===== src/verilog/slicer_pkg.sv =====
`default_nettype none
package slicer_pkg;
	// ************************************************************
	// register indices (byte address = index * 4)
	// ************************************************************
	localparam logic [11:0] IDX_CLK_CFG    = 12'hFD8;
	localparam logic [11:0] IDX_SYNC_SLICE = 12'hFD9;
	localparam logic [11:0] IDX_DATA_SLICE = 12'hFDA;
	localparam logic [11:0] IDX_FIRST      = 12'hFDB;
	localparam logic [11:0] IDX_SECOND     = 12'hFDC;
	localparam logic [11:0] IDX_STATUS     = 12'hFDD;
	localparam logic [11:0] IDX_MODE       = 12'hFDF;
	localparam logic [7:0]  SYNC_SLICE_RST = 8'h42;
	localparam logic [5:0]  DATA_SLICE_RST = 6'h20;
	localparam logic [7:0]  MODE_RST       = 8'h1B;
	localparam logic [7:0]  CLK_CFG_RST    = 8'h00;
	localparam int          MODE_INV_BIT   = 6;
	localparam int          MODE_EXT_BIT   = 5;
	// ************************************************************
	// timing
	// ************************************************************
	localparam int          CLK_NS         = 100;
	localparam int          LINE_NS        = 63500;
	localparam int          HGAP_NS        = 40000;
	localparam int          VSYNC_NS       = 20000;
	localparam int          CLAMP_NS       = 2500;
	localparam int          RUNIN_BEG_NS   = 10500;
	localparam int          RUNIN_END_NS   = 24500;
	localparam logic [9:0]  LINE_C         = 10'(LINE_NS / CLK_NS);
	localparam logic [9:0]  HGAP_C         = 10'((HGAP_NS + CLK_NS - 1) / CLK_NS);
	localparam logic [9:0]  RUNIN_BEG_C    = 10'((RUNIN_BEG_NS + CLK_NS - 1) / CLK_NS);
	localparam logic [9:0]  RUNIN_END_C    = 10'(RUNIN_END_NS / CLK_NS);
	localparam logic [8:0]  VSYNC_C        = 9'((VSYNC_NS + CLK_NS - 1) / CLK_NS);
	localparam logic [5:0]  CLAMP_C        = 6'((CLAMP_NS + CLK_NS - 1) / CLK_NS);
	// ************************************************************
	// lines, lock, sampling
	// ************************************************************
	localparam int          FIELD_STD_LINES = 263;
	localparam logic [8:0]  FIELD_STD      = 9'(FIELD_STD_LINES);
	localparam logic [8:0]  FIELD_LO       = 9'(FIELD_STD_LINES - 16);
	localparam logic [8:0]  FIELD_HI       = 9'(FIELD_STD_LINES + 16);
	localparam logic [8:0]  LINE_BASE      = 9'h009;
	localparam logic [8:0]  VSYNC_LINE     = 9'h004;
	localparam logic [4:0]  FIELD_LINE_COUNT_ADJ      = 5'h10;
	localparam logic [3:0]  RUNIN_MIN      = 4'h3;
	localparam logic [5:0]  SLICE_BAL      = 6'h02;
	localparam int          BIT_KHZ        = 503;
	localparam int          SYS_KHZ        = 1000000 / CLK_NS;
	localparam int          NCO_INC        = 65536 * BIT_KHZ / SYS_KHZ;
	localparam int          INC_PER_CYC    = NCO_INC / (LINE_NS / CLK_NS);
	localparam logic [15:0] PHASE_HALF     = 16'h8000;
	typedef enum logic [2:0] {S_IDLE, S_RUNIN, S_HUNT, S_SHIFT, S_DONE} samp_state_t;
endpackage
`default_nettype wire


===== src/verilog/slicer_link_if.sv =====
`timescale 1ns/1ps
`default_nettype none
interface slicer_link_if;
	logic              data_bit;
	logic              caption_line;
	logic              runin_win;
	logic              vsync;
	logic signed [7:0] h_delta;
	logic              runin_seen;
	logic [3:0]        runin_cnt;
	logic              start_seen;
	logic              word_seen;
	logic              word_done;
	logic [15:0]       word;
	modport timing (output data_bit, caption_line, runin_win, vsync, h_delta,
		input runin_seen, runin_cnt, start_seen, word_seen, word_done, word);
	modport sampler (input data_bit, caption_line, runin_win, vsync, h_delta,
		output runin_seen, runin_cnt, start_seen, word_seen, word_done, word);
endinterface
`default_nettype wire


===== src/verilog/caption_sampler.sv =====
`timescale 1ns/1ps
`default_nettype none
module caption_sampler (
	// clock and reset
	input  wire logic           i_sys_clk,
	input  wire logic           i_rstn,
	// link to timing
	slicer_link_if.sampler      lnk
);
	import slicer_pkg::*;

	samp_state_t state_q;
	logic [15:0] phase_q;
	logic [15:0] inc;
	logic [16:0] sum;
	logic        strobe;
	logic        dat_prev_q;
	logic        rise;
	logic [3:0]  cnt_q;
	logic [3:0]  nbit_q;
	logic [15:0] sh_q;

	// ************************************************************
	// sampling clock
	// ************************************************************
	assign inc = 16'(NCO_INC) - 16'(int'(lnk.h_delta) * INC_PER_CYC);
	assign sum = {1'b0, phase_q} + {1'b0, inc};
	assign strobe = sum[16];
	assign rise = lnk.data_bit & ~dat_prev_q;

	always_ff @(posedge i_sys_clk or negedge i_rstn) begin
		if (!i_rstn) begin
			phase_q <= 16'h0000;
			dat_prev_q <= 1'b0;
		end else begin
			dat_prev_q <= lnk.data_bit;
			if (state_q == S_RUNIN && rise)
				phase_q <= PHASE_HALF;
			else
				phase_q <= sum[15:0];
		end
	end

	// ************************************************************
	// run-in, start bit and 16-bit word
	// ************************************************************
	always_ff @(posedge i_sys_clk or negedge i_rstn) begin
		if (!i_rstn) begin
			state_q <= S_IDLE;
			cnt_q <= 4'h0;
			nbit_q <= 4'h0;
			sh_q <= 16'h0000;
			lnk.word <= 16'h0000;
			lnk.word_done <= 1'b0;
		end else begin
			lnk.word_done <= 1'b0;
			if (!lnk.caption_line) begin
				state_q <= S_IDLE;
			end else begin
				unique case (state_q)
					S_IDLE: if (lnk.runin_win) begin
						state_q <= S_RUNIN;
						cnt_q <= 4'h0;
					end
					S_RUNIN: if (!lnk.runin_win) begin
						state_q <= S_HUNT;
					end else if (rise && cnt_q != 4'hF) begin
						cnt_q <= cnt_q + 4'h1;
					end
					S_HUNT: if (strobe && lnk.data_bit) begin
						state_q <= S_SHIFT;
						nbit_q <= 4'h0;
					end
					S_SHIFT: if (strobe) begin
						sh_q <= {lnk.data_bit, sh_q[15:1]};
						nbit_q <= nbit_q + 4'h1;
						if (nbit_q == 4'hF) begin
							state_q <= S_DONE;
							lnk.word <= {lnk.data_bit, sh_q[15:1]};
							lnk.word_done <= 1'b1;
						end
					end
					S_DONE: state_q <= S_DONE;
				endcase
			end
		end
	end

	assign lnk.runin_cnt = cnt_q;
	assign lnk.runin_seen = cnt_q >= RUNIN_MIN;

	// flags hold until vertical sync; a set in the same cycle wins
	always_ff @(posedge i_sys_clk or negedge i_rstn) begin
		if (!i_rstn) begin
			lnk.start_seen <= 1'b0;
			lnk.word_seen <= 1'b0;
		end else begin
			if (state_q == S_HUNT && strobe && lnk.data_bit && lnk.caption_line)
				lnk.start_seen <= 1'b1;
			else if (lnk.vsync)
				lnk.start_seen <= 1'b0;
			if (lnk.word_done)
				lnk.word_seen <= 1'b1;
			else if (lnk.vsync)
				lnk.word_seen <= 1'b0;
		end
	end
endmodule
`default_nettype wire


===== src/verilog/caption_data_slicer.sv =====
// How it works
// - upper nibble rising, lower nibble falling
// - sync threshold is 3+3n over 512
// - data threshold is n+1 over 256
// - data slice read returns corrected level
// - detect hsync, generate pedestal clamp pulse
// - measure line period variation for sampler
// - caption line signal from line count
// - detect run-in, adjust data slice level
// - sampling clock locks to run-in edges
// - sampling clock shifted by line variation
// - caption bits shift into 16-bit word
// - interrupt on caption line rising edge
// - external sync pin when select bit set
// - optional inversion, internal sync active low
// - lock bit shows vertical synchronisation
// - field lines minus 263, two's complement
// - standard reads 00H, adjusting reads 10H
// - correction starts from programmed code
`timescale 1ns/1ps
`default_nettype none
module caption_data_slicer (
	// clock and reset
	input  wire logic        i_sys_clk,
	input  wire logic        i_rstn,
	// avalon-mm slave
	input  wire logic [13:0] i_avs_address,
	input  wire logic        i_avs_read,
	input  wire logic        i_avs_write,
	input  wire logic [31:0] i_avs_writedata,
	input  wire logic [3:0]  i_avs_byteenable,
	output logic [31:0]      o_avs_readdata,
	output logic             o_avs_waitrequest,
	// comparators and sync pin
	input  wire logic        i_sync_cmp_n,
	input  wire logic        i_ext_sync_pin,
	input  wire logic        i_data_cmp,
	// analog controls
	output logic [5:0]       o_sync_thresh_num,
	output logic [6:0]       o_data_thresh_num,
	output logic             o_clamp_pulse,
	output logic [7:0]       o_slicer_clock_config,
	// events
	output logic             o_caption_irq
);
	import slicer_pkg::*;

	slicer_link_if lnk ();

	logic [2:0]        meta_q;
	logic [2:0]        pin_q;
	logic [7:0]        sync_code_q;
	logic [5:0]        prog_lvl_q;
	logic [7:0]        mode_q;
	logic [7:0]        first_q;
	logic [7:0]        second_q;
	logic              csync_n_q;
	logic              csync_prev_q;
	logic              fall;
	logic              rise;
	logic [9:0]        since_h_q;
	logic              hsync;
	logic [8:0]        low_q;
	logic              vsync;
	logic [5:0]        clamp_q;
	logic [8:0]        line_q;
	logic [8:0]        fcnt_q;
	logic [1:0]        good_q;
	logic              lock;
	logic [4:0]        field_line_count_q;
	logic              field_q;
	logic signed [7:0] h_delta_q;
	logic [10:0]       dlt;
	logic              cap_d;
	logic              cap_q;
	logic              irq_q;
	logic              win_q;
	logic              win_prev_q;
	logic              dat_prev_q;
	logic [5:0]        work_q;
	logic [5:0]        final_q;
	logic [5:0]        hi_q;
	logic [5:0]        lo_q;
	logic              ack_q;
	logic              req;
	logic [11:0]       idx;
	logic [7:0]        rd8;

	function automatic logic [5:0] thr_sync(input logic [3:0] n);
		thr_sync = 6'h03 + 6'(n) * 6'h03;
	endfunction

	// ************************************************************
	// pin synchronisers
	// ************************************************************
	always_ff @(posedge i_sys_clk or negedge i_rstn) begin
		if (!i_rstn) begin
			meta_q <= 3'h3;
			pin_q <= 3'h3;
		end else begin
			meta_q <= {i_data_cmp, i_ext_sync_pin, i_sync_cmp_n};
			pin_q <= meta_q;
		end
	end

	// ************************************************************
	// sync source and slice codes
	// ************************************************************
	always_ff @(posedge i_sys_clk or negedge i_rstn) begin
		if (!i_rstn) begin
			csync_n_q <= 1'b1;
			csync_prev_q <= 1'b1;
			o_sync_thresh_num <= 6'h03;
			o_data_thresh_num <= 7'h01;
		end else begin
			csync_prev_q <= csync_n_q;
			if (mode_q[MODE_EXT_BIT])
				csync_n_q <= pin_q[1] ^ mode_q[MODE_INV_BIT];
			else
				csync_n_q <= pin_q[0];
			if (!csync_n_q)
				o_sync_thresh_num <= thr_sync(sync_code_q[7:4]);
			else
				o_sync_thresh_num <= thr_sync(sync_code_q[3:0]);
			o_data_thresh_num <= 7'(cap_q ? work_q : prog_lvl_q) + 7'h01;
		end
	end

	assign fall = csync_prev_q & ~csync_n_q;
	assign rise = ~csync_prev_q & csync_n_q;
	assign hsync = fall && since_h_q >= HGAP_C;
	assign vsync = !csync_n_q && low_q == VSYNC_C;

	// ************************************************************
	// horizontal timing
	// ************************************************************
	assign dlt = {1'b0, since_h_q} + 11'h001 - {1'b0, LINE_C};

	always_ff @(posedge i_sys_clk or negedge i_rstn) begin
		if (!i_rstn) begin
			since_h_q <= 10'h000;
			low_q <= 9'h000;
			clamp_q <= 6'h00;
			h_delta_q <= 8'sh00;
		end else begin
			if (hsync)
				since_h_q <= 10'h000;
			else if (since_h_q != 10'h3FF)
				since_h_q <= since_h_q + 10'h001;
			if (csync_n_q)
				low_q <= 9'h000;
			else if (low_q != 9'h1FF)
				low_q <= low_q + 9'h001;
			if (rise)
				clamp_q <= CLAMP_C;
			else if (clamp_q != 6'h00)
				clamp_q <= clamp_q - 6'h01;
			if (hsync && since_h_q != 10'h3FF) begin
				if ($signed(dlt) > 11'sh07F)
					h_delta_q <= 8'sh7F;
				else if ($signed(dlt) < -11'sh080)
					h_delta_q <= -8'sh80;
				else
					h_delta_q <= dlt[7:0];
			end
		end
	end

	assign o_clamp_pulse = clamp_q != 6'h00;

	// ************************************************************
	// vertical timing and lock
	// ************************************************************
	assign lock = good_q == 2'h2;
	assign cap_d = line_q == {5'h00, mode_q[3:0]} + LINE_BASE;

	always_ff @(posedge i_sys_clk or negedge i_rstn) begin
		if (!i_rstn) begin
			line_q <= 9'h000;
			fcnt_q <= 9'h000;
			good_q <= 2'h0;
			field_line_count_q <= FIELD_LINE_COUNT_ADJ;
			field_q <= 1'b0;
			cap_q <= 1'b0;
			irq_q <= 1'b0;
			win_q <= 1'b0;
		end else begin
			cap_q <= cap_d;
			irq_q <= cap_d & ~cap_q;
			win_q <= cap_q && since_h_q >= RUNIN_BEG_C && since_h_q < RUNIN_END_C;
			if (vsync) begin
				line_q <= VSYNC_LINE;
				fcnt_q <= 9'h000;
				field_line_count_q <= 5'(fcnt_q - FIELD_STD);
				field_q <= since_h_q >= HGAP_C;
				if (fcnt_q >= FIELD_LO && fcnt_q <= FIELD_HI)
					good_q <= lock ? 2'h2 : good_q + 2'h1;
				else
					good_q <= 2'h0;
			end else if (hsync) begin
				if (line_q != 9'h1FF)
					line_q <= line_q + 9'h001;
				if (fcnt_q != 9'h1FF)
					fcnt_q <= fcnt_q + 9'h001;
				if (fcnt_q > FIELD_HI)
					good_q <= 2'h0;
			end
		end
	end

	assign o_caption_irq = irq_q;

	// ************************************************************
	// slice level control
	// ************************************************************
	always_ff @(posedge i_sys_clk or negedge i_rstn) begin
		if (!i_rstn) begin
			win_prev_q <= 1'b0;
			dat_prev_q <= 1'b0;
			work_q <= DATA_SLICE_RST;
			final_q <= DATA_SLICE_RST;
			hi_q <= 6'h00;
			lo_q <= 6'h00;
		end else begin
			win_prev_q <= win_q;
			dat_prev_q <= pin_q[2];
			if (win_q && !win_prev_q) begin
				work_q <= prog_lvl_q;
				hi_q <= 6'h00;
				lo_q <= 6'h00;
			end else if (win_q) begin
				if (pin_q[2] && !dat_prev_q) begin
					hi_q <= 6'h00;
					lo_q <= 6'h00;
					if (hi_q > lo_q + SLICE_BAL && work_q != 6'h3F)
						work_q <= work_q + 6'h01;
					else if (lo_q > hi_q + SLICE_BAL && work_q != 6'h00)
						work_q <= work_q - 6'h01;
				end else if (pin_q[2]) begin
					if (hi_q != 6'h3F)
						hi_q <= hi_q + 6'h01;
				end else if (lo_q != 6'h3F) begin
					lo_q <= lo_q + 6'h01;
				end
			end else if (win_prev_q) begin
				final_q <= work_q;
			end
		end
	end

	// ************************************************************
	// sampler link
	// ************************************************************
	assign lnk.data_bit = pin_q[2];
	assign lnk.caption_line = cap_q;
	assign lnk.runin_win = win_q;
	assign lnk.vsync = vsync;
	assign lnk.h_delta = h_delta_q;

	caption_sampler u_sampler (
		.i_sys_clk (i_sys_clk),
		.i_rstn    (i_rstn),
		.lnk       (lnk.sampler)
	);

	// ************************************************************
	// register bus
	// ************************************************************
	assign req = i_avs_read | i_avs_write;
	assign idx = i_avs_address[13:2];
	assign o_avs_waitrequest = req & ~ack_q;

	always_comb begin
		unique case (idx)
			IDX_CLK_CFG:    rd8 = o_slicer_clock_config;
			IDX_DATA_SLICE: rd8 = {2'h0, final_q};
			IDX_FIRST:      rd8 = first_q;
			IDX_SECOND:     rd8 = second_q;
			IDX_STATUS:     rd8 = {lnk.runin_seen, 4'(lnk.runin_cnt - 4'h1), field_q,
				lnk.start_seen, lnk.word_seen};
			IDX_MODE:       rd8 = {2'h0, lock, lock ? field_line_count_q : FIELD_LINE_COUNT_ADJ};
			default:        rd8 = 8'h00;
		endcase
	end

	always_ff @(posedge i_sys_clk or negedge i_rstn) begin
		if (!i_rstn) begin
			ack_q <= 1'b0;
			o_avs_readdata <= 32'h0000_0000;
		end else begin
			ack_q <= req & ~ack_q;
			if (i_avs_read && !ack_q)
				o_avs_readdata <= {24'h000000, rd8};
		end
	end

	always_ff @(posedge i_sys_clk or negedge i_rstn) begin
		if (!i_rstn) begin
			sync_code_q <= SYNC_SLICE_RST;
			prog_lvl_q <= DATA_SLICE_RST;
			mode_q <= MODE_RST;
			o_slicer_clock_config <= CLK_CFG_RST;
		end else if (i_avs_write && ack_q && i_avs_byteenable[0]) begin
			unique case (idx)
				IDX_CLK_CFG:    o_slicer_clock_config <= i_avs_writedata[7:0];
				IDX_SYNC_SLICE: sync_code_q <= i_avs_writedata[7:0];
				IDX_DATA_SLICE: prog_lvl_q <= i_avs_writedata[5:0];
				IDX_MODE:       mode_q <= {1'b0, i_avs_writedata[6:5], 1'b1, i_avs_writedata[3:0]};
				default:        mode_q <= mode_q;
			endcase
		end
	end

	always_ff @(posedge i_sys_clk or negedge i_rstn) begin
		if (!i_rstn) begin
			first_q <= 8'h00;
			second_q <= 8'h00;
		end else if (lnk.word_done) begin
			first_q <= lnk.word[7:0];
			second_q <= lnk.word[15:8];
		end
	end
endmodule
`default_nettype wire


===== config.mk =====
export PLATFORM = sky130hd
export DESIGN_NAME = caption_data_slicer
export DESIGN_NICKNAME = d
export VERILOG_FILES = /design/src/verilog/slicer_pkg.sv /design/src/verilog/slicer_link_if.sv /design/src/verilog/caption_sampler.sv /design/src/verilog/caption_data_slicer.sv
export SDC_FILE = /design/constraint.sdc
export NUM_CORES = 1
export LEC_CHECK = 0
export ABC_AREA = 1
export BUFFER_PORTS_ARGS = -buffer_cell sky130_fd_sc_hd__buf_2
export CAP_MARGIN = 20
export CELL_PAD_IN_SITES_DETAIL_PLACEMENT = 2
export CELL_PAD_IN_SITES_GLOBAL_PLACEMENT = 2
export CORE_MARGIN = 4
export CORE_UTILIZATION = 36
export DETAILED_ROUTE_END_ITERATION = 10
export HOLD_SLACK_MARGIN = 0.05
export PLACE_DENSITY = 0.77
export SYNTH_ARGS = -nofsm -noshare
export SYNTH_HDL_FRONTEND = slang
export SYNTH_SLANG_ARGS = --single-unit

===== constraint.sdc =====
create_clock -name i_sys_clk -period 4.95 [get_ports i_sys_clk]
set_input_delay 0.2475 -clock i_sys_clk [delete_from_list [all_inputs] [get_ports i_sys_clk]]
set_output_delay 0.2475 -clock i_sys_clk [all_outputs]
set_load 0.02 [all_outputs]

==> metrics.cfg <==
[final_layout]
drive_gt1_share_pct = 8.75
antenna_cells = 0
num-nets-final = 1790
area_growth_pct = 13.6
final_util_pct = 41.5
final_area_sq_mm = 0.0144

[worst_setup_path]
path_cells = ha_1 -> ha_1 -> inv_1 -> fa_1 -> inv_1 -> nand3_1 -> nand2_1 -> nand3_1 -> nand2_1 -> xor2_1 -> nand3_1 -> xnor2_1 -> ha_1 -> nand2_1 -> nor2_1 -> and2_1 -> nand2_1 -> nand2_2 -> nand3_4 -> nand2_1 -> o21ai_0
worstPathMaxFanout = 32
rr_startpoint = h_delta_q[1]$_DFFE_PN0P_
slowest_stage = dfrtp_1
r2r_slack_ps = 720
critPathCapture = u_sampler.lnk.word[8]$_DFFE_PN0P_
cp-end-kind = flop
ff2ff_path_depth = 21
crit_arrival_ps = 4640
cp_common_cell = nand2_1
path_class = reg -> reg
crit_buf_inv = 2
crit_cells = 21
crit_path_start = h_delta_q[1]$_DFFE_PN0P_
slowest_delay_ps = 410
start_kind = flop
r2r_end = u_sampler.lnk.word[8]$_DFFE_PN0P_
cp.required_ps = 5360
critPathTopFamily = simple AND/OR/NAND/NOR gates

[routing]
viasPerCell = 5.14
drc = 0
drt_iter0_markers = 417
wl_um = 38100
firstDrtPassIters = 4
wl_per_cell_um = 17.9
num_vias = 10916
postRouteAntennaNets = 0

[synthesis]
synth_most_common_cell = nand2_1
ys_seq_area_share_pct = 44.3
netlist.area_leader.share_pct = 40.6
synthTopCellsByCount = nand2_1 (386), dfrtp_1 (205), inv_1 (198)
synth_ff_type = dfrtp_1
ys_ff_latch = 223
syn_area_sq_mm = 0.0126
yosysUniqueCellTypes = 49
synth_cells = 1573
synth_top_cell_by_area = dfrtp_1
synth_area_per_cell_sq_um = 8.04
ys_warn_count = 0
async_reset_ff_share_pct = 100
synth_enable_flop_cells = 0
synthTopCellsByArea = dfrtp_1 (41%), nand2_1 (11%), ha_1 (8.2%), o21ai_0 (6.8%), inv_1 (5.9%)

[sta]
finalSetupTns_ps = 0
tightest_slew_ps = 919
skew_ps = 8.79
finalHoldViolCount = 0
max_freq_ghz = 0.237
max_slew_margin_pct = 38.7
drv_slew = 0
period_share_pct = 85.4
rsz0062_at_grt = false
period_minus_slack_ps = 4230
setup_violations = 0
worst_slack_ps = 722

[floorplanning]
ios = 113
rows = 68
initial_utilization_pct = 36.5
die_height_um = 195
die_x_um = 195
coreArea_sq_mm = 0.0346
dieArea_sq_mm = 0.0382

[grt]
grt_pass1_vias = 12271
grt_start_max_net_pins = 114
antenna_found_initial = 0
overflow = 0
gr-usage-all-layers_pct = 20.1
grt_first_pass_wirelength_um = 64100

[clocking]
cts_root_buf = clkbuf_16
cts.sinks = 223
clock_path_buffers = 3
clk_latency_ps = 550
clkSlewWorstSetupHoldPaths_ps = 60
post_cts_buffers = 0
cts_tree = yes
h-tree-depth = 1
cts-buffers-inserted = 28

[placed_design]
place_ws_ps = 441
placed_cell_area_sq_mm = 0.0133
port_buffers = 59
dp_hpwl_um = 27700
gp_congestion = 0.810

[power_and_ir_drop]
ir_worst_vdd_mv = 0.247
leakage_nw = 7.05
power.density_mw_per_mm2 = 304

[hold_path]
hp-class = in -> reg

[status]
status = complete, no violations

[flow_run]
drv_cap = 0

metrics by stage:
stage,hold WS [ps],instances,power (mW)
3_5_place_dp,342,2066,2.28
3_3_place_gp,346,2066,2.26
6_report,65.0,2124,4.37
4_1_cts,51.0,2124,4.45
2_1_floorplan,-48.1,1597,2.16
5_1_grt,61.9,2124,4.58
area by class of cell:
cell class,instances,area (sq um)
clock inverter,6,105
fill,3970,20300
clock buffer,46,840
multi-input combinational,1120,6070
timing repair buffer,67,393
inverter,207,777
sequential,223,5600
tap,455,569
how the worst min path moves through the flow:
stage                                   start                         end  slack (ps)  depth (start not counted)
final                      i_avs_writedata[7]  sync_code_q[7]$_DFFE_PN0P_          70                          3
after global routing       i_avs_writedata[7]  sync_code_q[7]$_DFFE_PN0P_          60                          3
after CTS                  i_avs_writedata[7]  sync_code_q[7]$_DFFE_PN0P_          50                          3
after detailed placement  meta_q[2]$_DFF_PN0_          pin_q[2]$_DFF_PN0_         340                          0
after global placement    meta_q[0]$_DFF_PN1_          pin_q[0]$_DFF_PN1_         350                          0
after floorplan                        i_rstn             ack_q$_DFF_PN0_         -50                          0
worst min-delay path: cells and delay by family:
kind / cells / cell delay (ps)
AO/OA/AOI/OAI: 1 / 160
buffers and inverters: 2 / 160
layer usage:
metal,GRT usage [%],vias to the layer above,share of wire [%]
met1,26.1,5505,45
met2,36.3,110,50
met3,2.28,53,2.5
met5,0,-,0
met4,4.03,0,1.9
li1,-,5248,-
repair_timing:
| action | 4_1_cts | 5_1_grt |
|---|---|---|
| gates resized for setup | 0 | 1 |
| hold buffers | 6 | 0 |
| setup endpoints to repair | 0 | 10 |
| endpoints found under the hold margin | 111 | 0 |
state kept, by name, summed over array words and instances (netlist names), 7 cells and up:
| name | flops |
|---|---|
| u_sampler.phase_q | 16 |
| since_h_q | 10 |
| o_slicer_clock_config | 8 |
| first_q | 8 |
| h_delta_q | 8 |
| low_q | 9 |
| u_sampler.sh_q | 15 |
| u_sampler.lnk.word | 16 |
| fcnt_q | 9 |
| second_q | 8 |
| o_data_thresh_num | 7 |
| o_avs_readdata | 8 |
| line_q | 9 |
| sync_code_q | 8 |
where the power goes:
part | switching [mW] | internal, mW
combinational | 0.236 | 0.108
clock | 0.815 | 1.30
sequential | 0.0327 | 1.87
total | 1.08 | 3.29
logic make-up (layout without fill, tap and decap cells):
kind of cell / count (synthesis) / count (layout) / synth area share (%)
AND/OR/NAND/NOR: 665 / 665 / 22.5
AO/OA/AOI/OAI: 290 / 290 / 12.3
buffers and inverters: 254 / 326 / 8.43
flip-flops: 223 / 223 / 44.3
adder cells (fa/ha/maj): 86 / 86 / 8.69
XOR/XNOR: 54 / 54 / 3.74
other: 1 / 25 / 0.0297
cell usage in the layout (no fill, tap or decap), types with 7 or more instances in the layout:
master     count
a21oi_1       71
a31oi_1        7
buf_2         58
clkbuf_1      12
clkbuf_16     29
conb_1        25
dfrtp_1      205
dfstp_2       18
ha_1          83
inv_1        198
inv_2          9
nand2_1      386
nand3_1       93
nand4_1       19
nor2_1        93
nor3_1        32
nor4_1         8
o21ai_0      173
o22ai_1       10
xnor2_1       21
xor2_1        33
Note: power is estimated with default switching activity, not from simulation.
